[src/logic/relay_pkg.sv]
`default_nettype none
package relay_pkg;
    // ***************************
    // Widths
    // ***************************
    localparam int SPW = 21;  // Setpoint, -99999..999999
    localparam int HYW = 17;  // Hysteresis half width, 0..99999
    localparam int DLW = 10;  // Delay in tenths, 0..999
    localparam int TOW = 16;  // Bus silence timeout in tenths of a second
    localparam int CW  = 23;  // Comparison width, holds setpoint +/- hysteresis
    localparam int AW  = 9;

    // ***************************
    // Register map (byte addresses)
    // ***************************
    localparam logic [4:0] A_SP1    = 5'h00;
    localparam logic [4:0] A_SP2    = 5'h04;
    localparam logic [4:0] A_HYSTERESIS_HALF_WIDTH   = 5'h08;
    localparam logic [4:0] A_CFG    = 5'h0c;
    localparam logic [4:0] A_DLY    = 5'h10;
    localparam logic [4:0] A_REMOTE = 5'h14;
    localparam logic [8:0] A_CTRL   = 9'h100;
    localparam logic [8:0] A_SILENT = 9'h104;
    localparam logic [8:0] A_STATUS = 9'h108;
    // Channel block: bits [6:5] select the channel, stride 0x20
    localparam int CH_LSB = 5;

    // Field positions
    localparam int CFG_MODE  = 0;   // [2:0]
    localparam int CFG_REACT = 3;   // [4:3]
    localparam int CFG_UNIT  = 5;   // 1 = minutes
    localparam int CFG_BEEPER_MENU  = 6;   // Beeper_menu on relay activation
    localparam int DLY_ON    = 0;   // [9:0]
    localparam int DLY_OFF   = 16;  // [25:16]
    localparam int ST_OUT    = 0;   // [3:0]
    localparam int ST_WANT   = 4;   // [7:4]
    localparam int ST_CRIT   = 8;   // [11:8]
    localparam int ST_BUZZ   = 12;
    localparam int ST_SILENT = 13;

    // Reset values
    localparam logic [SPW-1:0] RST_SP   = 21'h000000;
    localparam logic [HYW-1:0] RST_HYSTERESIS_HALF_WIDTH = 17'h00000;
    localparam logic [DLW-1:0] RST_DLY  = 10'h000;
    localparam logic [TOW-1:0] RST_TO   = 16'h0000;

    // ***************************
    // Timing
    // ***************************
    localparam int CLK_PERIOD_NS = 10;
    localparam int TICK_NS       = 100_000_000;  // 0.1 s
    localparam int TICK_CYC      = TICK_NS / CLK_PERIOD_NS;
    localparam int MIN_SCALE     = 60;           // Tenth of a minute in ticks

    typedef enum logic [2:0] {
        MODE_INACTIVE, MODE_ON, MODE_OFF, MODE_IN, MODE_OUT, MODE_REMOTE
    } mode_t;

    typedef enum logic [1:0] {REACT_HOLD, REACT_ON, REACT_OFF} react_t;
endpackage
`default_nettype wire

[src/logic/relay_threshold_controller.sv]
// Overview of operation
// - Signed first setpoint, hysteresis centre
// - Second setpoint used only in windows
// - Hysteresis half width, band twice it
// - Inactive mode keeps relay off
// - Normal: on above, off below band
// - Inverted: off above, on below band
// - Window inside: on within inner zone
// - Window outside: on beyond outer borders
// - Window bounds are max and min
// - Remote mode follows bus commands only
// - LED lit whenever relay closed
// - Remote states cleared at restart
// - Separate on/off delays in tenths
// - Short crossing leaves relay, restarts delay
// - Delay unit seconds or minutes
// - Critical: hold, force on, force off
// - Over range is critical in threshold modes
// - Bus silence is critical in remote
// - Force on overrides inactive mode
// - Beeper_menu on critical when enabled
// - Beeper_menu on relay activation when enabled
// - Any button silences the beeper
//
// Decided for this implementation: the register offsets and register access over APB.
`timescale 1ns/100ps
`default_nettype none
module relay_threshold_controller
    import relay_pkg::*;
#(
    parameter int NCH         = 4,         // Relay channels, 1..4
    parameter int TICK_CYCLES = TICK_CYC   // Cycles per 0.1 s
) (
    input  wire logic                  i_clk,          // System clock
    input  wire logic                  i_rst_b,        // Async reset, active low
    input  wire logic                  i_psel,         // APB select
    input  wire logic                  i_penable,      // APB enable
    input  wire logic                  i_pwrite,       // APB write
    input  wire logic [AW-1:0]         i_paddr,        // APB address
    input  wire logic [31:0]           i_pwdata,       // APB write data
    output logic [31:0]                o_prdata,       // APB read data
    output logic                       o_pready,       // APB ready
    output logic                       o_pslverr,      // APB error
    input  wire logic                  i_sample_valid, // New measurement
    input  wire logic signed [SPW-1:0] i_sample,       // Measured or peak value
    input  wire logic                  i_over_range,   // Permissible range exceeded
    input  wire logic                  i_button,       // Any front button, pin
    output logic [NCH-1:0]             o_relay,        // Relay coils
    output logic [NCH-1:0]             o_led,          // Relay LEDs
    output logic                       o_buzzer        // Acoustic signal
);
    // ***************************
    // Helpers
    // ***************************
    function automatic logic signed [CW-1:0] sx(input logic signed [SPW-1:0] v);
        return CW'(v);
    endfunction
    function automatic logic signed [CW-1:0] hx(input logic [HYW-1:0] v);
        return signed'({{(CW-HYW){1'b0}}, v});
    endfunction

    // ***************************
    // Registers
    // ***************************
    logic signed [SPW-1:0] sp1_r  [NCH];
    logic signed [SPW-1:0] sp2_r  [NCH];
    logic [HYW-1:0]        hysteresis_half_width_r [NCH];
    mode_t                 mode_r [NCH];
    react_t                react_r[NCH];
    logic [DLW-1:0]        don_r  [NCH];
    logic [DLW-1:0]        doff_r [NCH];
    logic [DLW-1:0]        cnt_r  [NCH];
    logic [NCH-1:0]        unit_r, beeper_menu_en_r, cmd_r, want_r, want_nxt;
    logic [NCH-1:0]        relay_r, out_r, out_d_r, crit;
    logic                  beeper_menu_alarm_r;
    logic [TOW-1:0]        timeout_r, sil_cnt_r;
    logic                  silent, crit_any_r, beeper_menu_r, beeper_menu_set, press;
    logic                  btn_s1_r, btn_s2_r, btn_s3_r;
    logic [23:0]           tick_cnt_r;
    logic [5:0]            min_cnt_r;
    logic                  tick, tick_min;

    // ***************************
    // APB slave
    // ***************************
    logic          setup, wr, ch_ok, glb_ok, rd_ok, err_r, remote_wr;
    logic [1:0]    ch;
    logic [4:0]    off;
    logic [31:0]   rd_val;

    assign setup  = i_psel && !i_penable;
    assign wr     = i_psel && i_penable && i_pwrite;
    assign ch     = i_paddr[CH_LSB+1:CH_LSB];
    assign off    = i_paddr[4:0];
    assign ch_ok  = !i_paddr[8] && !i_paddr[7] && (32'(ch) < NCH) && (off <= A_REMOTE) && (off[1:0] == 2'b00);
    assign glb_ok = (i_paddr == A_CTRL) || (i_paddr == A_SILENT) || (i_paddr == A_STATUS);
    assign rd_ok  = ch_ok || glb_ok;
    assign remote_wr = wr && ch_ok && (off == A_REMOTE);
    // No wait states: data is latched during setup
    assign o_pready  = i_penable;
    assign o_pslverr = i_psel && i_penable && err_r;

    always_comb begin
        rd_val = 32'h0;
        if (glb_ok) begin
            unique case (i_paddr)
                A_CTRL:   rd_val = {31'h0, beeper_menu_alarm_r};
                A_SILENT: rd_val = {16'h0, timeout_r};
                default: begin
                    rd_val[ST_OUT+:4]  = 4'(out_r);
                    rd_val[ST_WANT+:4] = 4'(want_r);
                    rd_val[ST_CRIT+:4] = 4'(crit);
                    rd_val[ST_BUZZ]    = beeper_menu_r;
                    rd_val[ST_SILENT]  = silent;
                end
            endcase
        end else if (ch_ok) begin
            unique case (off)
                A_SP1:  rd_val = 32'(sp1_r[ch]);
                A_SP2:  rd_val = 32'(sp2_r[ch]);
                A_HYSTERESIS_HALF_WIDTH: rd_val = {15'h0, hysteresis_half_width_r[ch]};
                A_CFG: begin
                    rd_val[CFG_MODE+:3]  = mode_r[ch];
                    rd_val[CFG_REACT+:2] = react_r[ch];
                    rd_val[CFG_UNIT]     = unit_r[ch];
                    rd_val[CFG_BEEPER_MENU]     = beeper_menu_en_r[ch];
                end
                A_DLY: begin
                    rd_val[DLY_ON+:DLW]  = don_r[ch];
                    rd_val[DLY_OFF+:DLW] = doff_r[ch];
                end
                default: rd_val = {31'h0, cmd_r[ch]};
            endcase
        end
    end

    always_ff @(posedge i_clk or negedge i_rst_b) begin
        if (!i_rst_b) begin
            o_prdata <= 32'h0;
            err_r    <= 1'b0;
        end else if (setup) begin
            o_prdata <= rd_val;
            err_r    <= !rd_ok;
        end
    end

    // Configuration writes
    always_ff @(posedge i_clk or negedge i_rst_b) begin
        if (!i_rst_b) begin
            for (int i = 0; i < NCH; i++) begin
                sp1_r[i]   <= RST_SP;
                sp2_r[i]   <= RST_SP;
                hysteresis_half_width_r[i]  <= RST_HYSTERESIS_HALF_WIDTH;
                mode_r[i]  <= MODE_INACTIVE;
                react_r[i] <= REACT_HOLD;
                don_r[i]   <= RST_DLY;
                doff_r[i]  <= RST_DLY;
            end
            unit_r       <= '0;
            beeper_menu_en_r    <= '0;
            cmd_r        <= '0;
            beeper_menu_alarm_r <= 1'b0;
            timeout_r    <= RST_TO;
        end else if (wr && ch_ok) begin
            unique case (off)
                A_SP1:  sp1_r[ch]  <= i_pwdata[SPW-1:0];
                A_SP2:  sp2_r[ch]  <= i_pwdata[SPW-1:0];
                A_HYSTERESIS_HALF_WIDTH: hysteresis_half_width_r[ch] <= i_pwdata[HYW-1:0];
                A_CFG: begin
                    mode_r[ch]    <= mode_t'(i_pwdata[CFG_MODE+:3]);
                    react_r[ch]   <= react_t'(i_pwdata[CFG_REACT+:2]);
                    unit_r[ch]    <= i_pwdata[CFG_UNIT];
                    beeper_menu_en_r[ch] <= i_pwdata[CFG_BEEPER_MENU];
                end
                A_DLY: begin
                    don_r[ch]  <= i_pwdata[DLY_ON+:DLW];
                    doff_r[ch] <= i_pwdata[DLY_OFF+:DLW];
                end
                // remote command, cleared only by a write of 0 or by reset
                default: cmd_r[ch] <= i_pwdata[0];
            endcase
        end else if (wr && i_paddr == A_CTRL) begin
            beeper_menu_alarm_r <= i_pwdata[0];
        end else if (wr && i_paddr == A_SILENT) begin
            timeout_r <= i_pwdata[TOW-1:0];
        end
    end

    // ***************************
    // Time base
    // ***************************
    // tenth second tick
    always_ff @(posedge i_clk or negedge i_rst_b) begin
        if (!i_rst_b) begin
            tick_cnt_r <= 24'h0;
            min_cnt_r  <= 6'h0;
        end else if (tick) begin
            tick_cnt_r <= 24'h0;
            min_cnt_r  <= tick_min ? 6'h0 : min_cnt_r + 6'h1;
        end else begin
            tick_cnt_r <= tick_cnt_r + 24'h1;
        end
    end
    assign tick     = (tick_cnt_r == 24'(TICK_CYCLES - 1));
    assign tick_min = tick && (min_cnt_r == 6'(MIN_SCALE - 1));

    // Bus silence: saturating, restarted by every remote command write
    always_ff @(posedge i_clk or negedge i_rst_b) begin
        if (!i_rst_b) begin
            sil_cnt_r <= 16'h0;
        end else if (remote_wr) begin
            sil_cnt_r <= 16'h0;
        end else if (tick && sil_cnt_r != 16'hffff) begin
            sil_cnt_r <= sil_cnt_r + 16'h1;
        end
    end
    // A zero timeout disables silence detection
    assign silent = (timeout_r != 16'h0) && (sil_cnt_r >= timeout_r);

    // ***************************
    // Comparison
    // ***************************
    always_comb begin
        logic signed [CW-1:0] x, a, b, h, hi, lo;
        {a, b, h, hi, lo} = '0;
        x = sx(i_sample);
        for (int i = 0; i < NCH; i++) begin
            a = sx(sp1_r[i]);
            b = sx(sp2_r[i]);
            h = hx(hysteresis_half_width_r[i]);
            hi = (a > b) ? a : b;
            lo = (a > b) ? b : a;
            want_nxt[i] = want_r[i];
            // silence in remote, over range otherwise
            crit[i] = (mode_r[i] == MODE_REMOTE) ? silent : i_over_range;
            unique case (mode_r[i])
                MODE_INACTIVE: want_nxt[i] = 1'b0;
                MODE_ON: begin
                    if (x > a + h) want_nxt[i] = 1'b1;
                    else if (x < a - h) want_nxt[i] = 1'b0;
                end
                MODE_OFF: begin
                    if (x > a + h) want_nxt[i] = 1'b0;
                    else if (x < a - h) want_nxt[i] = 1'b1;
                end
                MODE_IN: begin
                    if (x > lo + h && x < hi - h) want_nxt[i] = 1'b1;
                    else if (x > hi + h || x < lo - h) want_nxt[i] = 1'b0;
                end
                MODE_OUT: begin
                    if (x > hi + h || x < lo - h) want_nxt[i] = 1'b1;
                    else if (x > lo + h && x < hi - h) want_nxt[i] = 1'b0;
                end
                MODE_REMOTE: want_nxt[i] = cmd_r[i];
                default: want_nxt[i] = 1'b0;
            endcase
        end
    end

    always_ff @(posedge i_clk or negedge i_rst_b) begin
        if (!i_rst_b) begin
            want_r <= '0;
        end else begin
            for (int i = 0; i < NCH; i++)
                if (i_sample_valid || mode_r[i] == MODE_REMOTE || mode_r[i] == MODE_INACTIVE)
                    want_r[i] <= want_nxt[i];
        end
    end

    // ***************************
    // Delays and outputs
    // ***************************
    // Delay counts whole ticks, so a change may come up to one tick early
    always_ff @(posedge i_clk or negedge i_rst_b) begin
        if (!i_rst_b) begin
            relay_r <= '0;
            for (int i = 0; i < NCH; i++)
                cnt_r[i] <= RST_DLY;
        end else begin
            for (int i = 0; i < NCH; i++) begin
                if (crit[i]) begin
                    cnt_r[i] <= RST_DLY;
                end else if (mode_r[i] == MODE_INACTIVE) begin
                    relay_r[i] <= 1'b0;
                    cnt_r[i]   <= RST_DLY;
                end else if (want_r[i] == relay_r[i]) begin
                    cnt_r[i] <= RST_DLY;
                end else if (cnt_r[i] >= (want_r[i] ? don_r[i] : doff_r[i])) begin
                    relay_r[i] <= want_r[i];
                    cnt_r[i]   <= RST_DLY;
                end else if (unit_r[i] ? tick_min : tick) begin
                    cnt_r[i] <= cnt_r[i] + 10'h1;
                end
            end
        end
    end

    always_ff @(posedge i_clk or negedge i_rst_b) begin
        if (!i_rst_b) begin
            out_r <= '0;
        end else begin
            for (int i = 0; i < NCH; i++) begin
                if (!crit[i])                      out_r[i] <= relay_r[i];
                else if (react_r[i] == REACT_ON)  out_r[i] <= 1'b1;
                else if (react_r[i] == REACT_OFF) out_r[i] <= 1'b0;
            end
        end
    end
    assign o_relay = out_r;
    assign o_led   = out_r;

    // ***************************
    // Beeper
    // ***************************
    always_ff @(posedge i_clk or negedge i_rst_b) begin
        if (!i_rst_b) begin
            btn_s1_r <= 1'b0;
            btn_s2_r <= 1'b0;
            btn_s3_r <= 1'b0;
        end else begin
            btn_s1_r <= i_button;
            btn_s2_r <= btn_s1_r;
            btn_s3_r <= btn_s2_r;
        end
    end
    assign press = btn_s2_r && !btn_s3_r;

    assign beeper_menu_set = (beeper_menu_alarm_r && (|crit) && !crit_any_r) || (|(out_r & ~out_d_r & beeper_menu_en_r));

    // A new event wins over a press in the same cycle
    always_ff @(posedge i_clk or negedge i_rst_b) begin
        if (!i_rst_b) begin
            beeper_menu_r     <= 1'b0;
            crit_any_r <= 1'b0;
            out_d_r    <= '0;
        end else begin
            crit_any_r <= |crit;
            out_d_r    <= out_r;
            if (beeper_menu_set)   beeper_menu_r <= 1'b1;
            else if (press) beeper_menu_r <= 1'b0;
        end
    end
    assign o_buzzer = beeper_menu_r;

    for (genvar g = 0; g < NCH; g++) begin : g_chk

    end
endmodule // relay_threshold_controller
`default_nettype wire

[config.mk]
export PLATFORM = sky130hd
export DESIGN_NAME = relay_threshold_controller
export DESIGN_NICKNAME = d
export VERILOG_FILES = /design/src/logic/relay_pkg.sv /design/src/logic/relay_threshold_controller.sv
export SDC_FILE = /design/constraint.sdc
export NUM_CORES = 2
export LEC_CHECK = 0
export BUFFER_PORTS_ARGS = -buffer_cell sky130_fd_sc_hd__buf_2
export CORE_MARGIN = 2
export CORE_UTILIZATION = 40
export DETAILED_ROUTE_END_ITERATION = 10
export PLACE_DENSITY = 0.53
export SKIP_LAST_GASP = 1
export SYNTH_ARGS = -nofsm -noshare
export SYNTH_HDL_FRONTEND = slang
export SYNTH_SLANG_ARGS = --single-unit
[constraint.sdc]
create_clock -name i_clk -period 19.6 [get_ports i_clk]
set_input_delay 5.88 -clock i_clk [delete_from_list [all_inputs] [get_ports i_clk]]
set_output_delay 5.88 -clock i_clk [all_outputs]
set_load 0.01 [all_outputs]
; Word level (Yosys, flattened, before mapping)
; Cells that the tools add are included.
[word_totals]
wordCells = 452
out_inout_bits = 43
reg_bits = 505
[classes]
reduce_logical = 81
n_eq_ne = 67
n_bitwise = 11
magnitude_cmp = 38
mux = 164
n_addsub = 31
[op_table]
columns = cell, count
row1 = $mux W10, 29
row2 = $add A23 B18 Y23, 8
row3 = $gt A21 B23 Y1, 8
row4 = $lt A21 B23 Y1, 8
row5 = $mux W23, 8
row6 = $sub A23 B18 Y23, 8
row7 = $bwmux W84, 2
row8 = $mux W21, 5
row9 = $add A21 B18 Y22, 4
row10 = $gt A21 B22 Y1, 4
row11 = $lt A21 B22 Y1, 4
row12 = $sub A21 B18 Y22, 4
row13 = $bmux W21 S2, 2
row14 = $gt A21 B21 Y1, 4
row15 = $bwmux W40, 2
row16 = $mux W1, 70
row17 = $bwmux W68, 1
row18 = $mux W32, 2
row19 = $mux W17, 3
row20 = $ne A3 B3 Y1 const B, 16
row21 = $demux W21 S2, 1
row22 = $add A10 B1 Y10 const B, 4
row23 = $bmux W10 S2, 2
row24 = $ge A10 B10 Y1, 4
row25 = 66 further kinds, 189

; Depth between registers and ports, before layout
[logic_depth]
word_depth = 8
ltp_mapped = 39

; Least setup slack after synthesis
; No wires, ideal clock.
[synth_path]
kind = input port to output port
from = input i_penable
to = output o_pslverr
t_required_ns = 13.720
t_arrival_ns = 6.060
slack_ns = 7.660
cell_stages = 1
path_cell_list = and3_1
[synth_via]
elab_chain_cells = 2
[synth_lines]
columns = item, line
row1 = from (decl), relay_threshold_controller.sv:37  ; input wire logic i_penable,
row2 = $logic_and A1 B1 Y1 (2 in series), relay_threshold_controller.sv:101  ; assign o_pslverr = i_psel && i_penable && err_r;
row3 = to (decl), relay_threshold_controller.sv:43  ; output logic o_pslverr,
; No other way between the ends.

; Worst setup path after layout
; Same ends and word-level chain as after synthesis.

==> impl_metrics.ini <==
[run_status]
status = finished with violations
failed_checks = max-capacitance violations

[grt]
grt_usage = 0.292
grt_remaining_overflow = 0
antenna_found_initial = 18
grt_pass1_vias = 50300
grt_pass1_wl_microns = 335000
grt_max_degree = 148

[cts]
post-cts-setup-buffer-count = 0
hold_buffers = 0
ctsLongestPathBuffers = 3
root_buffer = clkbuf_16
cts.sinks = 500
insertion_delay_ns = 0.65
h-tree-depth = 2
cts_tree = yes
cts_buffers = 56
clkTransAtPathRegs_ns = 0.06
cts_resized = 0

[routing]
antenna_left = 0
drt-total-wl_microns = 228000
first_iter_violations = 4624
first_pass_iters = 6
wl_per_cell_microns = 25.9
vias = 52500
drc = 0
routed_via_density = 5.97

[logic_synthesis]
synth-edff-count = 0
avgSynthCellArea_sq_um = 8.91
netlist_area_sq_mm = 0.0603
syn_inst = 6761
synth_cell_types = 103
yosysSeqAreaShare = 0.208
synthArstFlopShare = 1.00
synth_ff_type = dfrtp_1
ys_warn_count = 0
synth-seq-cells = 500
synthesis.nets = 7942

[floorplan]
dieArea_sq_mm = 0.154
initial_utilization = 0.402
io_pins = 113
design.core.area_sq_mm = 0.150
die_h_microns = 392
die_w_microns = 392
rows = 142

[timing]
slew_headroom = 0.00550
maxSlewViolCount = 0
finalWorstSetupSlack_ns = 7.37
fmax_mhz = 81.8
rsz0062_at_grt = false
post-route-period-util = 0.624
worst_slew_pin_slew_ns = 1.48
final_hold_viol_count = 0
setup_viol = 0
fin_crit_ns = 12.23
holdWs_ns = 0.360
fin_skew_ns = 0.0172
tns_ns = 0

[setup_path]
cp_data_arrival_time_ns = 6.35
critical_path_required_ns = 13.72
cpPeakStageDelay_ns = 0.17
worstRegToRegCells = 33
crit_path_start_kind = input pin
path_common_cell = buf_2
critPathMaxFanout = 5
cp.depth = 3
cp-end-kind = output pin
worst-path-buf-inv = 2
crit_family = buffers and inverters
crit_chain = buf_2, and3_1, buf_2
crit_path_top_delay_cell = buf_2
worst-setup-path-type = in2out

[pwr]
power_density_mw_per_mm2 = 40.0
ir_worst_vdd_uv = 62.2
power_leakage_nw = 29.8

[layout]
synthToLayoutAreaGrowth_pct = 7.55
drive_above_1_share = 0.125
finalNetCount = 7928
fin_area_sq_mm = 0.0648
final_common_cell = ha_1
most-common-layout-cells = ha_1, dfrtp_1, a21oi_1

[run]
drv_cap = 1

[place]
dpl_cell_area_sq_mm = 0.0630
dp_hpwl_microns = 180000
gp_congestion = 0.943
pre_cts_ws_ns = 7.36
portBuffers = 106

[worst_hold_path]
hp-class = reg2reg
hold_path_depth = 0
## final cells by class
class | count | area (sq um)
fillers | 14800 | 85000
multi-input cells | 5539 | 45000
flip-flops and latches | 500 | 12500
well taps | 2016 | 2520
inverters | 461 | 1730
clock buffers | 83 | 1600
repair buffers | 189 | 1190
clock inverters | 20 | 263
diodes | 1 | 2.50
## synth_stat cells, types with 115 or more instances
library cell | count | area (sq um)
xnor2_1 | 356 | 3120
nand4_1 | 123 | 769
nand3_1 | 115 | 576
inv_1 | 461 | 1730
mux2_2 | 406 | 4570
ha_1 | 1087 | 13600
dfrtp_1 | 500 | 12500
xor2_1 | 142 | 1240
nor2_1 | 413 | 1550
clkbuf_1 | 202 | 758
nor3_1 | 163 | 816
o21ai_0 | 348 | 1740
a21oi_1 | 497 | 2490
a21o_1 | 256 | 1920
nand2_1 | 387 | 1450
## cell families (layout without fill, tap and decap cells)
kind of cell | Yosys count | after routing | synth area share
buffers and inverters | 722 | 753 | 0.0464
DFF | 500 | 500 | 0.208
other | 0 | 1 | 0
AOI/OAI and AO/OA | 1733 | 1733 | 0.185
adders and majority gates | 1115 | 1115 | 0.234
muxes | 569 | 569 | 0.121
and+or+nand+nor | 1624 | 1624 | 0.133
xor gates and xnor gates | 498 | 498 | 0.0724
## per-stage QoR
| stage | util | cells | total power [mW] |
|---|---|---|---|
| 3_3_place_gp | 0.420 | 8705 | 1.51 |
| 2_1_floorplan | - | 6761 | 1.33 |
| 5_1_grt | 0.433 | 8808 | 2.69 |
| 3_5_place_dp | 0.420 | 8705 | 1.52 |
| 4_1_cts | 0.433 | 8808 | 2.60 |
| 6_report | 0.433 | 8809 | 2.59 |
## per-layer routing
metal  up-vias  wire length [microns]  GRT usage
met5         -                     34          0
met4         6                  11000      0.118
met3       358                  14800     0.0349
met2      1760                  99400      0.457
met1     25800                 103000      0.407
li1      24700                      -          -
## flip-flops by register name, indices dropped and copies added (netlist names), 4 cells and up
signal,cells
beeper_menu_en_r,4
cmd_r,4
cnt_r,40
doff_r,40
don_r,40
hysteresis_half_width_r,68
min_cnt_r,6
mode_r,12
o_led,4
o_prdata,27
out_d_r,4
react_r,8
relay_r,4
sil_cnt_r,16
sp1_r,84
sp2_r,84
tick_cnt_r,24
timeout_r,16
unit_r,4
want_r,4
## where the power goes
| group | leakage, nW | switching (mW) | internal, mW |
|---|---|---|---|
| registers | 6.71 | 0.0138 | 1.04 |
| clock network | 0.910 | 0.466 | 0.622 |
| logic | 22.2 | 0.294 | 0.157 |
| total | 29.8 | 0.774 | 1.82 |
## worst paths after layout
path	end	start	slack, ns
setup / recovery	o_pslverr	i_penable	7.37
hold / removal	btn_s2_r	btn_s1_r	0.36
setup reg to reg	want_r[3]	sp1_r[20]	9.95
hold reg to reg	btn_s2_r	btn_s1_r	0.36
max in group asynchronous	sp2_r[22]	i_rst_b	11.16
min in group asynchronous	tick_cnt_r[5]	i_rst_b	5.19
No activity file was read; power rests on OpenSTA's default activity.
